==> src/ueis_pkg.sv <==
// constants and types for the usb endpoint interrupt status block
package ueis_pkg;

  // register indices; byte address is four times the index
  localparam logic [15:0] VEC_IDX  = 16'hffb2;
  localparam logic [15:0] IN_IDX   = 16'hffb3;
  localparam logic [15:0] OUT_IDX  = 16'hffb4;
  localparam logic [15:0] STAT_IDX = 16'hffb5;
  localparam logic [15:0] MASK_IDX = 16'hffb6;

  // vector codes
  localparam logic [5:0]  VEC_OUT_BASE = 6'h00;
  localparam logic [5:0]  VEC_IN_BASE  = 6'h08;
  localparam logic [5:0]  VEC_NONE     = 6'h24;

  // reset values
  localparam logic [7:0]  FLAGS_RST = 8'h00;
  localparam logic [15:0] STAT_RST  = 16'h0000;
  localparam logic [15:0] MASK_RST  = 16'h0000;

  // ahb transfer type bit that marks nonseq or seq
  localparam int          HTRANS_ACT_BIT = 1;

  typedef enum logic [2:0]
  {
    REG_NONE,
    REG_VEC,
    REG_IN,
    REG_OUT,
    REG_STAT,
    REG_MASK
  } ueis_reg_t;

endpackage

==> src/ueis_top.sv <==
// usb endpoint interrupt flags, vector and ahb-lite register slave
`timescale 1ns/1ps

module ueis_top
(
  input  wire logic        clk,
  input  wire logic        rst_n,
  input  wire logic        hsel,
  input  wire logic [31:0] haddr,
  input  wire logic [1:0]  htrans,
  input  wire logic        hwrite,
  input  wire logic [2:0]  hsize,
  input  wire logic [31:0] hwdata,
  input  wire logic        hready,
  output logic      [31:0] hrdata,
  output logic             hreadyout,
  output logic             hresp,
  input  wire logic        ep_done,
  input  wire logic        ep_dir_in,
  input  wire logic [2:0]  ep_num,
  input  wire logic        ep_iso,
  output logic             cpu_irq_line,
  output logic      [5:0]  vector_code,
  output logic             irq
);

  // byte address of a register index
  function automatic logic [31:0] byte_addr
  (
    input logic [15:0] idx
  );
    byte_addr = {14'h0000, idx, 2'b00};
  endfunction

  // address decode to a register id
  function automatic ueis_pkg::ueis_reg_t decode
  (
    input logic [31:0] a
  );
    // anything unmapped falls through to no register and reads zero
    if (a == byte_addr(ueis_pkg::VEC_IDX))
    begin
      decode = ueis_pkg::REG_VEC;
    end
    else if (a == byte_addr(ueis_pkg::IN_IDX))
    begin
      decode = ueis_pkg::REG_IN;
    end
    else if (a == byte_addr(ueis_pkg::OUT_IDX))
    begin
      decode = ueis_pkg::REG_OUT;
    end
    else if (a == byte_addr(ueis_pkg::STAT_IDX))
    begin
      decode = ueis_pkg::REG_STAT;
    end
    else if (a == byte_addr(ueis_pkg::MASK_IDX))
    begin
      decode = ueis_pkg::REG_MASK;
    end
    else
    begin
      decode = ueis_pkg::REG_NONE;
    end
  endfunction

  // fixed priority: highest bit index, i.e. highest code, wins
  function automatic logic [5:0] prio
  (
    input logic [15:0] f
  );
    logic [5:0] code;
    code = ueis_pkg::VEC_NONE;
    // scan upward so the highest set bit is the last one to land
    for (int i = 0; i < 16; i++)
    begin
      if (f[i])
      begin
        code = 6'(i);
      end
    end
    prio = code;
  endfunction

  // pending flags: out in bits 7:0, in in bits 15:8, bit = code
  logic [15:0]         flags_reg;
  logic [15:0]         flags_next;
  logic [15:0]         stat_reg;
  logic [15:0]         stat_next;
  logic [15:0]         mask_reg;
  logic [15:0]         mask_next;
  logic [5:0]          vec_reg;
  logic [5:0]          vec_next;
  logic                cpu_irq_reg;
  logic                cpu_irq_next;
  logic                irq_reg;
  logic                irq_next;

  // bus response state, kept in flops so the outputs leave registers
  logic                hready_reg;
  logic                hready_next;
  logic                hresp_reg;
  logic                hresp_next;

  // bus pipeline state
  ueis_pkg::ueis_reg_t dph_sel_reg;
  ueis_pkg::ueis_reg_t dph_sel_next;
  logic                dph_wr_reg;
  logic                dph_wr_next;
  logic [31:0]         rdata_reg;
  logic [31:0]         rdata_next;

  logic [15:0]         set_vec;
  logic [15:0]         clr_vec;
  logic [15:0]         w1c_vec;
  logic                aph_valid;
  logic                wr_vec;

  // address phase accepted; slave never stalls so hready is the bus's
  assign aph_valid = hsel && htrans[ueis_pkg::HTRANS_ACT_BIT] && hready;

  // completion events from the buffer manager
  always_comb
  begin
    set_vec = 16'h0000;
    // one completion per cycle, so a single index is ever set
    if (ep_done && !ep_iso)
    begin
      if (ep_dir_in)
      begin
        set_vec[ueis_pkg::VEC_IN_BASE[3:0] + {1'b0, ep_num}] = 1'b1;
      end
      else
      begin
        set_vec[ueis_pkg::VEC_OUT_BASE[3:0] + {1'b0, ep_num}] = 1'b1;
      end
    end
  end

  // write-side decode of the data phase
  // writes land at the data-phase end edge, while hwdata stands
  always_comb
  begin
    wr_vec  = dph_wr_reg && (dph_sel_reg == ueis_pkg::REG_VEC);
    clr_vec = 16'h0000;
    // only the flag behind the reported code is serviced
    if (wr_vec && (vec_reg != ueis_pkg::VEC_NONE))
    begin
      clr_vec[vec_reg[3:0]] = 1'b1;
    end
    w1c_vec = 16'h0000;
    if (dph_wr_reg && (dph_sel_reg == ueis_pkg::REG_STAT))
    begin
      w1c_vec = hwdata[15:0];
    end
  end

  // next state of flags, status, mask, vector and interrupt lines
  always_comb
  begin
    // flag registers take no direct writes; only a vector write clears one flag
    flags_next = (flags_reg & ~clr_vec) | set_vec;
    // status is sticky until ones are written; a new set still wins
    stat_next  = (stat_reg & ~w1c_vec) | set_vec;
    // mask gates only irq; the cpu line sees every pending flag
    mask_next  = mask_reg;
    if (dph_wr_reg && (dph_sel_reg == ueis_pkg::REG_MASK))
    begin
      mask_next = hwdata[15:0];
    end
    // code tracks the flags at the same edge, so a write advances it
    vec_next     = prio(flags_next);
    cpu_irq_next = |flags_next;
    irq_next     = |(stat_next & mask_next);
  end

  // flag and interrupt state registers
  // reset clears every flag, so no stale code survives it
  always_ff @(posedge clk or negedge rst_n)
  begin
    if (!rst_n)
    begin
      flags_reg   <= {ueis_pkg::FLAGS_RST, ueis_pkg::FLAGS_RST};
      stat_reg    <= ueis_pkg::STAT_RST;
      mask_reg    <= ueis_pkg::MASK_RST;
      vec_reg     <= ueis_pkg::VEC_NONE;
      cpu_irq_reg <= 1'b0;
      irq_reg     <= 1'b0;
    end
    else
    begin
      flags_reg   <= flags_next;
      stat_reg    <= stat_next;
      mask_reg    <= mask_next;
      vec_reg     <= vec_next;
      cpu_irq_reg <= cpu_irq_next;
      irq_reg     <= irq_next;
    end
  end

  // bus pipeline: read data is loaded at the address phase edge so
  // hrdata leaves a flop with zero wait; the cost is that a read right
  // behind a write sees the value from before that write
  always_comb
  begin
    dph_sel_next = ueis_pkg::REG_NONE;
    dph_wr_next  = 1'b0;
    rdata_next   = 32'h0000_0000;
    if (aph_valid)
    begin
      dph_sel_next = decode(haddr);
      dph_wr_next  = hwrite;
      if (!hwrite)
      begin
        case (decode(haddr))
          ueis_pkg::REG_VEC:
          begin
            rdata_next = {26'h0000000, vec_reg};
          end
          ueis_pkg::REG_IN:
          begin
            rdata_next = {24'h000000, flags_reg[15:8]};
          end
          ueis_pkg::REG_OUT:
          begin
            rdata_next = {24'h000000, flags_reg[7:0]};
          end
          ueis_pkg::REG_STAT:
          begin
            rdata_next = {16'h0000, stat_reg};
          end
          ueis_pkg::REG_MASK:
          begin
            rdata_next = {16'h0000, mask_reg};
          end
          default:
          begin
            rdata_next = 32'h0000_0000;
          end
        endcase
      end
    end
  end

  // bus pipeline registers
  always_ff @(posedge clk or negedge rst_n)
  begin
    if (!rst_n)
    begin
      dph_sel_reg <= ueis_pkg::REG_NONE;
      dph_wr_reg  <= 1'b0;
      rdata_reg   <= 32'h0000_0000;
    end
    else
    begin
      dph_sel_reg <= dph_sel_next;
      dph_wr_reg  <= dph_wr_next;
      rdata_reg   <= rdata_next;
    end
  end

  // response values: this slave never stalls and never errors; they are
  // kept as next values so a wait state or error could be added later
  always_comb
  begin
    hready_next = 1'b1;
    hresp_next  = 1'b0;
  end

  // response registers; ready leaves reset high so the bus never hangs
  always_ff @(posedge clk or negedge rst_n)
  begin
    if (!rst_n)
    begin
      hready_reg <= 1'b1;
      hresp_reg  <= 1'b0;
    end
    else
    begin
      hready_reg <= hready_next;
      hresp_reg  <= hresp_next;
    end
  end

  // hsize is not checked: only whole-word transfers are supported
  assign hrdata       = rdata_reg;
  assign hreadyout    = hready_reg;
  assign hresp        = hresp_reg;
  assign cpu_irq_line = cpu_irq_reg;
  assign vector_code  = vec_reg;
  assign irq          = irq_reg;

endmodule

==> config.mk <==
export PLATFORM = sky130hd
export DESIGN_NAME = ueis_top
export DESIGN_NICKNAME = d
export VERILOG_FILES = /design/src/ueis_pkg.sv /design/src/ueis_top.sv
export SDC_FILE = /design/constraint.sdc
export NUM_CORES = 1
export LEC_CHECK = 0
export ABC_CLOCK_PERIOD_IN_PS = 2950
export CORE_MARGIN = 2
export CORE_UTILIZATION = 50
export DETAILED_ROUTE_END_ITERATION = 10
export DONT_BUFFER_PORTS = 1
export PLACE_DENSITY = 0.68
export SLEW_MARGIN = 30
export SYNTH_ARGS = -nofsm -noshare
export SYNTH_HDL_FRONTEND = slang
export SYNTH_SLANG_ARGS = --single-unit
==> constraint.sdc <==
create_clock -name clk -period 2.95 [get_ports clk]
set_input_delay 0.885 -clock clk [delete_from_list [all_inputs] [get_ports clk]]
set_output_delay 0.885 -clock clk [all_outputs]
set_load 0.03 [all_outputs]
==> summary.txt, run 1 <==
Clock tree
  – Post-CTS sizing: 0
  – CTS tree: done
  – Clock sink count: between 70 and 80
  – H-tree depth: 3
  – CTS Hold Bufs: 0
  – Worst-path clk slew: approximately 0.09 ns
  – Post-CTS setup buffer count: 0
  – Root Buffer: clkbuf_8
  – CTS buffer count: 9
  – CTS max path bufs: 2
  – Clk_lat worst skew: between 0.3 and 0.4 ns

Critical path
  – Worst Reg-to-Reg Cells: 6
  – Critical Path Sink: vector_code[0]
  – R2r endpoint: vector_code[0]
  – CP max stage cell: or3b_1
  – Worst-path cell chain: nand4bb_1, or3b_1, a211o_1, or3_1, a2111oi_0, nor2_1
  – Delay-heaviest family, CP: simple AND/OR/NAND/NOR gates
  – CP Launch Type: register
  – Worst Path Arrival: around 2.9 ns
  – WP buf/inv: 0
  – Levels on crit path: 6
  – Critical path class: reg2reg
  – Max FO, Critical Path: 7
  – Worst EP required: 3.18 ns
  – Worst R2R Setup Slack: approximately 0.32 ns
  – CP max stage delay: 0.55 ns
  – CP startpoint: dph_sel_reg[1]
  – Endpoint type of the worst setup path: register
  – R2R Path Start: dph_sel_reg[1]

Power and ir drop
  – Tot Pwr: ~2.2 mW
  – Leakage: about 1.6 nW
  – Maximum VDD drop: a little over 0.4 mV
  – Pwr dens: 546.3 mW/mm2

Timing
  – Finish-stage setup viols: 0
  – Tmin final: about 2.6 ns
  – RSZ-0062 raised after global routing: false
  – TNS Setup: 0 ns
  – Final Hold Fails: 0
  – Max Fclk: roughly 0.38 GHz
  – Pins Over Slew Limit: 0
  – Slew margin rel.: a little under 50%
  – Final hold slack: 0.2070 ns
  – Tcrit/Tclk final: 89.29%
  – Post-Route Skew: approximately 0.0092 ns
  – Worst slew pin tran: roughly 0.76 ns

Floorplanning
  – FP Rows: 31
  – I/O pins: ~120
  – Die area: around 0.008 mm2
  – Starting Density: around half
  – DIE WIDTH: between 90 and 100 um
  – Core area: just over 0.007 mm2
  – Chip height: 90.18 um

Logic synthesis
  – Cell count after synthesis: 345
  – Syn avg cell area: 10.76 um2
  – Post-synth top flop: dfrtp_1
  – Async SR Flop Fraction: 100.0%
  – Most common cell in the synthesized netlist: dfrtp_1
  – Synth area leaders: dfrtp_1 49%, a22oi_1 4.9%, mux2_2 4.2%
  – Area leader, netlist: dfrtp_1
  – Post-Syn Area: around 0.0037 mm2
  – Sequential area share after synthesis: approximately half
  – Most frequent cells after synthesis: 73 x dfrtp_1, 30 x nand2_1, 30 x nor2_1, 24 x a22oi_1, 19 x buf_4
  – Number of synthesized register bits: between 70 and 80
  – Distinct cells, synth: between 50 and 60
  – Synth warnings: 0
  – EDFF count, synth: 0
  – Synth top area share: roughly 49%

Detailed routing
  – Drt first pass iters: 4
  – 1st-iter DRT viols: roughly 210
  – Routed len/inst: about 20 um
  – Final wirelength: slightly above 9000 um
  – Residual DRC: 0
  – ANT nets after route: 0
  – Via density: about 6
  – Via count: 2726

Cells and area
  – Syn-to-layout area delta: 6.840%
  – Share of cells above drive strength 1: between 10% and 20%
  – N_diodes: 0
  – Fin util: between 50% and 60%
  – Final non-filler cell total: between 400 and 500
  – Final nets: 430

Run
  – Max cap viols: 0

GRT
  – Total GRT Usage: approximately a quarter
  – Vias in the first global route: 2755
  – Grt ovf: 0
  – Largest net degree at the start of global routing: between 70 and 80
  – First-pass GRT wire length: roughly 15000 um
  – Antenna violations before repair: 0

Place
  – Placed Cells: around 440
  – HPWL Detailed: slightly below 7000 um
  – Gpl congestion: 0.8793
  – Buffers on Ports: 0

Run status
  – Outcome: complete, no violations

Hold path
  – HP Class: in2async
[worst reg2reg max path, cell delays in order, from the launching register on]
cell,delay [ns]
dfrtp_1,0.40
nand4bb_1,0.41
or3b_1,0.55
a211o_1,0.38
or3_1,0.35
a2111oi_0,0.32
nor2_1,0.10
[final cells by class]
cell class | instances | area [um2]
Inverter | 3 | 11.26
Fill cell | 643 | 3247
Clock buffer | 9 | 123.9
Timing Repair Buffer | 9 | 67.56
Tap cell | 99 | 123.9
Multi-Input combinational cell | 252 | 1687
Sequential cell | 75 | 1879
Clock inverter | 7 | 75.07
[power breakdown]
part / total [mW] / switching [mW] / internal [mW] / leakage [nW]
registers: 1.14 / 0.0462 / 1.10 / 0.861
clock network: 0.800 / 0.406 / 0.394 / 0.0923
logic: 0.225 / 0.128 / 0.0968 / 0.616
[how the worst min path moves through the flow]
| stage | startpoint | end | slack, ns |
|---|---|---|---|
| after floorplan | stat_reg[3] | stat_reg[3] | 0.46 |
| after global placement | stat_reg[10] | stat_reg[10] | 0.49 |
| after detailed placement | stat_reg[10] | stat_reg[10] | 0.49 |
| after CTS | rst_n | hrdata[8] | 0.19 |
| after global routing | rst_n | hrdata[14] | 0.19 |
| final | rst_n | hrdata[14] | 0.21 |
[per-layer routing]
layer / part of all wire, % / global-route usage, % / vias to the layer above / routed length (um)
met1: 43 / 30.11 / 1349 / 3945
met4: 2.9 / 11.67 / 0 / 271
met5: 0 / 0 / - / 0
li1: - / - / 1239 / -
met2: 47 / 36.65 / 122 / 4328
met3: 7.4 / 6.538 / 16 / 678
[logic make-up after synthesis]
group	Yosys count	share of synthesized area, %
flip-flops	75	50.61
multiplexers	30	8.895
buffers and inverters	35	5.863
AO/OA/AOI/OAI	79	15.87
other	2	0.2022
AND/OR/NAND/NOR	124	18.56
[metrics by stage]
step | setup WS (ns) | instance area (um2)
final | 0.3161 | 3968
after CTS | 0.3251 | 3968
after floorplan | -0.007083 | 3777
after global placement | -0.03209 | 3769
after global routing | 0.08647 | 3968
after detailed placement | -0.05135 | 3769
[placed cells by master, fill, tap and decap left out, types with 5 or more instances in the layout]
cell type  instances
o2bb2ai_1          5
o21ai_0            5
nand2b_1           7
mux2i_1            6
mux2_1            10
o31ai_1            7
nor2_1            30
a22oi_1           24
dfrtp_1           73
nor2b_1            6
o21ai_1            7
conb_1            19
nor2_2             8
nand2_1           30
a21o_1            10
clkbuf_8           9
buf_4              9
mux2_2            14
(Power assumes the default switching activity.)
==> inputs of run 2 (changes only) <==
Settings changed: BUFFER_PORTS_ARGS set to -buffer_cell sky130_fd_sc_hd__buf_2, DONT_BUFFER_PORTS 1 to unset, PLACE_DENSITY 0.68 to 0.82.
==> summary.txt, run 2 (synthesized netlist as in run 1, its figures left out) <==
Clock tree
  – CTS tree: done (unchanged)
  – CTS max path bufs: 2 (unchanged)
  – CTS buffer count: 9 (unchanged)
  – Worst-path clk slew: 0.07 ns (was 0.09 ns)
  – Clk_lat worst skew: 0.34 ns (was 0.36 ns)
  – Root Buffer: clkbuf_8 (unchanged)
  – Clock sink count: 75 (unchanged)
  – Post-CTS setup buffer count: 0 (unchanged)
  – CTS Hold Bufs: 0 (unchanged)
  – Post-CTS sizing: 0 (unchanged)
  – H-tree depth: 3 (unchanged)

Floorplanning
  – Die area: 0.008132 mm2 (unchanged)
  – Chip height: 90.18 um (unchanged)
  – Starting Density: 51.47% (unchanged)
  – I/O pins: 122 (unchanged)
  – Core area: 0.007214 mm2 (unchanged)
  – DIE WIDTH: 90.18 um (unchanged)
  – FP Rows: 31 (unchanged)

Place
  – Gpl congestion: 0.9502 (was 0.8793)
  – Buffers on Ports: 82 (was 0)
  – HPWL Detailed: 7198 um (was 6885 um)
  – Post-DP Area: 0.004214 mm2 (was 0.003769 mm2)
  – Place WS: -0.2081 ns (was -0.05135 ns)

Cells and area
  – Final instance area: 0.004442 mm2 (was 0.003968 mm2)
  – Final nets: 515 (was 430)
  – Share of cells above drive strength 1: 32.05% (was 16.06%)
  – Most common cell after layout, fill and taps aside: buf_2 (was dfrtp_1)
  – Commonest non-fill, non-tap cells in the layout: 82 x buf_2, 73 x dfrtp_1, 30 x nand2_1, 30 x nor2_1, 24 x a22oi_1 (was 73 x dfrtp_1, 30 x nand2_1, 30 x nor2_1, 24 x a22oi_1, 19 x conb_1)
  – N_diodes: 0 (unchanged)
  – Syn-to-layout area delta: 19.61% (was 6.840%)

Timing
  – Setup WS post-layout: 0.1578 ns (was 0.3161 ns)
  – Pins Over Slew Limit: 0 (unchanged)
  – Slew margin rel.: 46.73% (was 49.43%)
  – Worst slew pin tran: 0.7990 ns (was 0.7569 ns)
  – Tmin final: 2.792 ns (was 2.634 ns)
  – Max Fclk: 0.3581 GHz (was 0.3797 GHz)
  – Final Hold Fails: 0 (unchanged)
  – Finish-stage setup viols: 0 (unchanged)
  – RSZ-0062 raised after global routing: false (unchanged)
  – Post-Route Skew: 0.009225 ns (was 0.009221 ns)
  – Tcrit/Tclk final: 94.65% (was 89.29%)

Run status
  – Outcome: complete, no violations (unchanged)

Power and ir drop
  – Maximum VDD drop: 0.3014 mV (was 0.4090 mV)
  – Leakage: 1.949 nW (was 1.570 nW)
  – Tot Pwr: 2.328 mW (was 2.168 mW)
  – Pwr dens: 524.2 mW/mm2 (was 546.3 mW/mm2)

GRT
  – Total GRT Usage: 23.87% (was 23.46%)
  – Grt ovf: 0 (unchanged)
  – First-pass GRT wire length: 15300 um (was 14560 um)
  – Vias in the first global route: 3075 (was 2755)
  – Largest net degree at the start of global routing: 36 (was 76)
  – Antenna violations before repair: 0 (unchanged)

Critical path
  – CP Launch Type: input pin (was register)
  – Worst Reg-to-Reg Cells: 7 (was 6)
  – Endpoint type of the worst setup path: register (unchanged)
  – Worst Path Arrival: 3.06 ns (was 2.86 ns)
  – Worst R2R Setup Slack: 0.41 ns (was 0.32 ns)
  – Critical path class: in2reg (was reg2reg)
  – CP startpoint: haddr[26] (was dph_sel_reg[1])
  – R2r endpoint: vector_code[0] (unchanged)
  – Critical Path Sink: hrdata[12] (was vector_code[0])
  – Max FO, Critical Path: 8 (was 7)
  – R2R Path Start: dph_sel_reg[1] (unchanged)
  – Worst EP required: 3.22 ns (was 3.18 ns)

Run
  – Max cap viols: 0 (unchanged)

Detailed routing
  – 1st-iter DRT viols: 270 (was 208)
  – Final wirelength: 9433 um (was 9224 um)
  – ANT nets after route: 0 (unchanged)
  – Via count: 3116 (was 2726)
  – Routed len/inst: 17.50 um (was 20.32 um)
  – Via density: 5.781 (was 6.004)
  – Drt first pass iters: 5 (was 4)
  – Residual DRC: 0 (unchanged)

Hold path
  – HP Class: reg2reg (was in2async)
  – Hold wc startpoint: stat_reg[10]
-- run 2: power by group --
group | total (mW) | switching (mW) | internal (mW)
sequential | 1.14 | 0.0445 | 1.10
combinational | 0.305 | 0.178 | 0.127
clock | 0.881 | 0.360 | 0.521
total | 2.33 | 0.582 | 1.75
-- run 2: area by class of cell --
class | count | area [um2]
tap | 99 | 123.9
multi-input combinational | 252 | 1687
clock inverter | 4 | 72.57
fill | 574 | 2773
timing repair buffer | 94 | 513.0
clock buffer | 12 | 155.1
inverter | 3 | 11.26
sequential | 75 | 1879
-- run 2: per-stage QoR --
stage          setup TNS [ns]  util (%)  hold WS [ns]  std cells
4_1_cts                     0     61.57        0.5060        539
6_report                    0     61.57        0.5077        539
2_1_floorplan        -0.05667         -        0.4641        362
3_3_place_gp           -1.028     58.41        0.4855        523
3_5_place_dp           -1.577     58.41        0.4892        523
5_1_grt                     0     61.57        0.5266        539
-- run 2: how the worst min path moves through the flow --
stage / endpoint / cells past startpoint / slack, ns
floorplan: stat_reg[3] / 1 / 0.46
global placement: stat_reg[8] / 1 / 0.49
detailed placement: stat_reg[8] / 1 / 0.49
CTS: stat_reg[8] / 1 / 0.51
global route: stat_reg[9] / 1 / 0.53
finish: stat_reg[10] / 1 / 0.51
-- run 2: layer usage --
layer  part of all wire [%]  vias up  global-route usage (%)
met1                     41     1506                   31.36
met5                      0        -                       0
met4                    2.5        0                   8.205
met3                    8.4       20                   6.287
met2                     48      181                   38.60
li1                       -     1409                       -
-- run 2: worst max-delay path, cell delays in order --
cell and delay, ns:
buf_2 0.09, or4_1 0.53, nor3_1 0.25, nand4_2 0.15
or4_4 0.55, or2_1 0.42, nor2_2 0.19
==> inputs of run 3 (changes only) <==
Settings changed: ABC_AREA set to 1, CELL_PAD_IN_SITES_DETAIL_PLACEMENT set to 1, CELL_PAD_IN_SITES_GLOBAL_PLACEMENT set to 2, CORE_UTILIZATION 50 to 29, PLACE_DENSITY 0.82 to 0.83, REMOVE_ABC_BUFFERS set to 1.
==> summary.txt, run 3 <==
Critical path
  – Critical path class: in2reg (unchanged)
  – WP buf/inv: 1 (unchanged)
  – Endpoint type of the worst setup path: register (unchanged)
  – Worst Path Arrival: 2.65 ns (was 3.06 ns)
  – Worst-path cell chain: buf_2, nor4_2, nand4_2, nor4_4, nand2_1, nand4_2, o21ai_4, a21oi_1 (was buf_2, or4_1, nor3_1, nand4_2, or4_4, or2_1, nor2_2)
  – Worst R2R Setup Slack: 0.57 ns (was 0.41 ns)
  – Delay-heaviest family, CP: simple AND/OR/NAND/NOR gates (unchanged)
  – Critical Path Sink: hrdata[15] (was hrdata[12])
  – R2R Path Start: dph_sel_reg[1] (unchanged)
  – CP max stage cell: nor4_4 (was or4_4)
  – CP dominant cell by count: nand4_2
  – Max FO, Critical Path: 16 (was 8)
  – CP max stage delay: 0.30 ns (was 0.55 ns)
  – Levels on crit path: 8 (was 7)
  – CP startpoint: haddr[21] (was haddr[26])
  – R2r endpoint: cpu_irq_line (was vector_code[0])
  – Worst Reg-to-Reg Cells: 12 (was 7)
  – Worst EP required: 3.19 ns (was 3.22 ns)
  – CP Launch Type: input pin (unchanged)

Floorplanning
  – Starting Density: 29.88% (was 51.47%)
  – Chip height: 121.0 um (was 90.18 um)
  – FP Rows: 42 (was 31)
  – DIE WIDTH: 121.0 um (was 90.18 um)
  – Die area: 0.01465 mm2 (was 0.008132 mm2)
  – Core area: 0.01330 mm2 (was 0.007214 mm2)
  – I/O pins: 122 (unchanged)

Clock tree
  – Root Buffer: clkbuf_16 (was clkbuf_8)
  – Worst-path clk slew: 0.06 ns (was 0.07 ns)
  – CTS buffer count: 9 (unchanged)
  – Post-CTS setup buffer count: 0 (unchanged)
  – H-tree depth: 3 (unchanged)
  – Clock sink count: 75 (unchanged)
  – CTS tree: done (unchanged)
  – Clk_lat worst skew: 0.33 ns (was 0.34 ns)
  – CTS Hold Bufs: 0 (unchanged)
  – CTS max path bufs: 2 (unchanged)
  – Post-CTS sizing: 0 (unchanged)

Timing
  – Worst slew pin tran: 0.7969 ns (was 0.7990 ns)
  – Final hold slack: 0.5076 ns (was 0.5077 ns)
  – Tmin final: 2.404 ns (was 2.792 ns)
  – Final Hold Fails: 0 (unchanged)
  – RSZ-0062 raised after global routing: false (unchanged)
  – Post-Route Skew: 0.009128 ns (was 0.009225 ns)
  – Tcrit/Tclk final: 81.49% (was 94.65%)
  – Finish-stage setup viols: 0 (unchanged)
  – Max Fclk: 0.4160 GHz (was 0.3581 GHz)
  – Pins Over Slew Limit: 0 (unchanged)
  – TNS Setup: 0 ns (unchanged)
  – Slew margin rel.: 46.67% (was 46.73%)

Cells and area
  – Fill count: 1626 (was 574)
  – Multi-input gate area: 0.001702 mm2 (was 0.001687 mm2)
  – Most common cell after layout, fill and taps aside: nand2_1 (was buf_2)
  – Commonest non-fill, non-tap cells in the layout: 104 x nand2_1, 81 x buf_2, 73 x dfrtp_1, 71 x inv_1, 57 x nand3_1 (was 82 x buf_2, 73 x dfrtp_1, 30 x nand2_1, 30 x nor2_1, 24 x a22oi_1)
  – Final nets: 672 (was 515)
  – N_diodes: 0 (unchanged)
  – Syn-to-layout area delta: 23.46% (was 19.61%)
  – Final instance area: 0.004905 mm2 (was 0.004442 mm2)
  – Fin util: 36.89% (was 61.57%)
  – FF/Latch Area: 0.001879 mm2 (unchanged)
  – Final non-filler cell total: 773 (was 539)
  – Share of cells above drive strength 1: 22.95% (was 32.05%)

GRT
  – Vias in the first global route: 4081 (was 3075)
  – First-pass GRT wire length: 20910 um (was 15300 um)
  – Total GRT Usage: 18.54% (was 23.87%)
  – Antenna violations before repair: 0 (unchanged)
  – Grt ovf: 0 (unchanged)
  – Largest net degree at the start of global routing: 44 (was 36)

Logic synthesis
  – Syn avg cell area: 7.945 um2 (was 10.76 um2)
  – Area leader, netlist: dfrtp_1 (unchanged)
  – Synth area leaders: dfrtp_1 46%, nand2_1 9.8%, nand3_1 7.2% (was dfrtp_1 49%, a22oi_1 4.9%, mux2_2 4.2%)
  – Synth top area share: 45.98% (was 49.19%)
  – Most frequent cells after synthesis: 104 x nand2_1, 73 x dfrtp_1, 71 x inv_1, 57 x nand3_1, 46 x o21ai_0 (was 73 x dfrtp_1, 30 x nand2_1, 30 x nor2_1, 24 x a22oi_1, 19 x buf_4)
  – Sequential area share after synthesis: 47.31% (was 50.61%)
  – Cell count after synthesis: 500 (was 345)
  – Number of synthesized register bits: 75 (unchanged)
  – Post-synth top flop: dfrtp_1 (unchanged)
  – Async SR Flop Fraction: 100.0% (unchanged)
  – EDFF count, synth: 0 (unchanged)
  – Distinct cells, synth: 32 (was 51)
  – Post-Syn Area: 0.003973 mm2 (was 0.003714 mm2)
  – Synth warnings: 0 (unchanged)
  – Most common cell in the synthesized netlist: nand2_1 (was dfrtp_1)

Hold path
  – HP Class: in2async (was reg2reg)

Detailed routing
  – 1st-iter DRT viols: 200 (was 270)
  – Via count: 3665 (was 3116)
  – Routed len/inst: 16.46 um (was 17.50 um)
  – Drt first pass iters: 4 (was 5)
  – ANT nets after route: 0 (unchanged)
  – Final wirelength: 12720 um (was 9433 um)
  – Via density: 4.741 (was 5.781)
  – Residual DRC: 0 (unchanged)

Run status
  – Outcome: complete, no violations (unchanged)

Place
  – Placed Cells: 757 (was 523)
  – Gpl congestion: 0.8664 (was 0.9502)
  – HPWL Detailed: 9824 um (was 7198 um)
  – Buffers on Ports: 82 (unchanged)
  – Post-DP Area: 0.004598 mm2 (was 0.004214 mm2)

Power and ir drop
  – Leakage: 2.465 nW (was 1.949 nW)
  – Pwr dens: 528.8 mW/mm2 (was 524.2 mW/mm2)
  – Maximum VDD drop: 0.2207 mV (was 0.3014 mV)

Run
  – Max cap viols: 0 (unchanged)
==> run 3: cell type report <==
type                    count  share of cell area [%]
flip-flops and latches     75                   38.32
clock buffers              13                   5.306
well taps                 176                   4.490
repair buffers             96                   10.82
multi-input cells         339                   34.69
clock inverters             3                  0.9439
inverters                  71                   5.434
==> run 3: cells by family after synthesis <==
logic type / count (synthesis) / synth area share, %
DFF: 75 / 47.31
AOI/OAI and AO/OA: 75 / 10.77
and+or+nand+nor: 245 / 29.89
other: 2 / 0.1890
buffers and inverters: 103 / 11.84
==> run 3: worst reg2reg max path, delay by kind of cell (launching register included) <==
| family | cells | cell delay [ns] |
|---|---|---|
| buf+inv | 2 | 0.16 |
| compound gates | 1 | 0.22 |
| flops | 1 | 0.38 |
| simple gates | 9 | 1.49 |
==> run 3: power by group <==
group	internal (mW)	switching, mW	total [mW]	leakage [nW]
clock	0.704	0.426	1.13	0.146
sequential	1.11	0.0449	1.15	0.833
combinational	0.0961	0.214	0.310	1.49
total	1.91	0.685	2.59	2.47
==> run 3: worst min path at each step <==
stage,from,end,slack (ns),cells past startpoint
3_5_place_dp,flags_reg[3],flags_reg[3],0.50,2
2_1_floorplan,flags_reg[0],flags_reg[0],0.48,2
4_1_cts,rst_n,dph_sel_reg[0],0.52,1
5_1_grt,flags_reg[3],flags_reg[3],0.53,2
6_report,rst_n,dph_sel_reg[0],0.51,1
3_3_place_gp,flags_reg[3],flags_reg[3],0.50,2
==> run 3: stage by stage <==
stage                     setup WS, ns  power, mW
after CTS                       0.5462      2.623
after global routing            0.2436      2.710
after detailed placement        0.2292      1.482
after global placement          0.2586      1.466
after floorplan              -0.003221      1.335
final                           0.5460      2.593
==> run 3: per-layer routing <==
metal	up-vias	GRT usage [%]	part of all wire, %
met4	0	4.942	1.2
met1	1824	22.65	44
met3	10	3.430	3.2
met5	-	0	0
li1	1769	-	-
met2	62	33.32	52
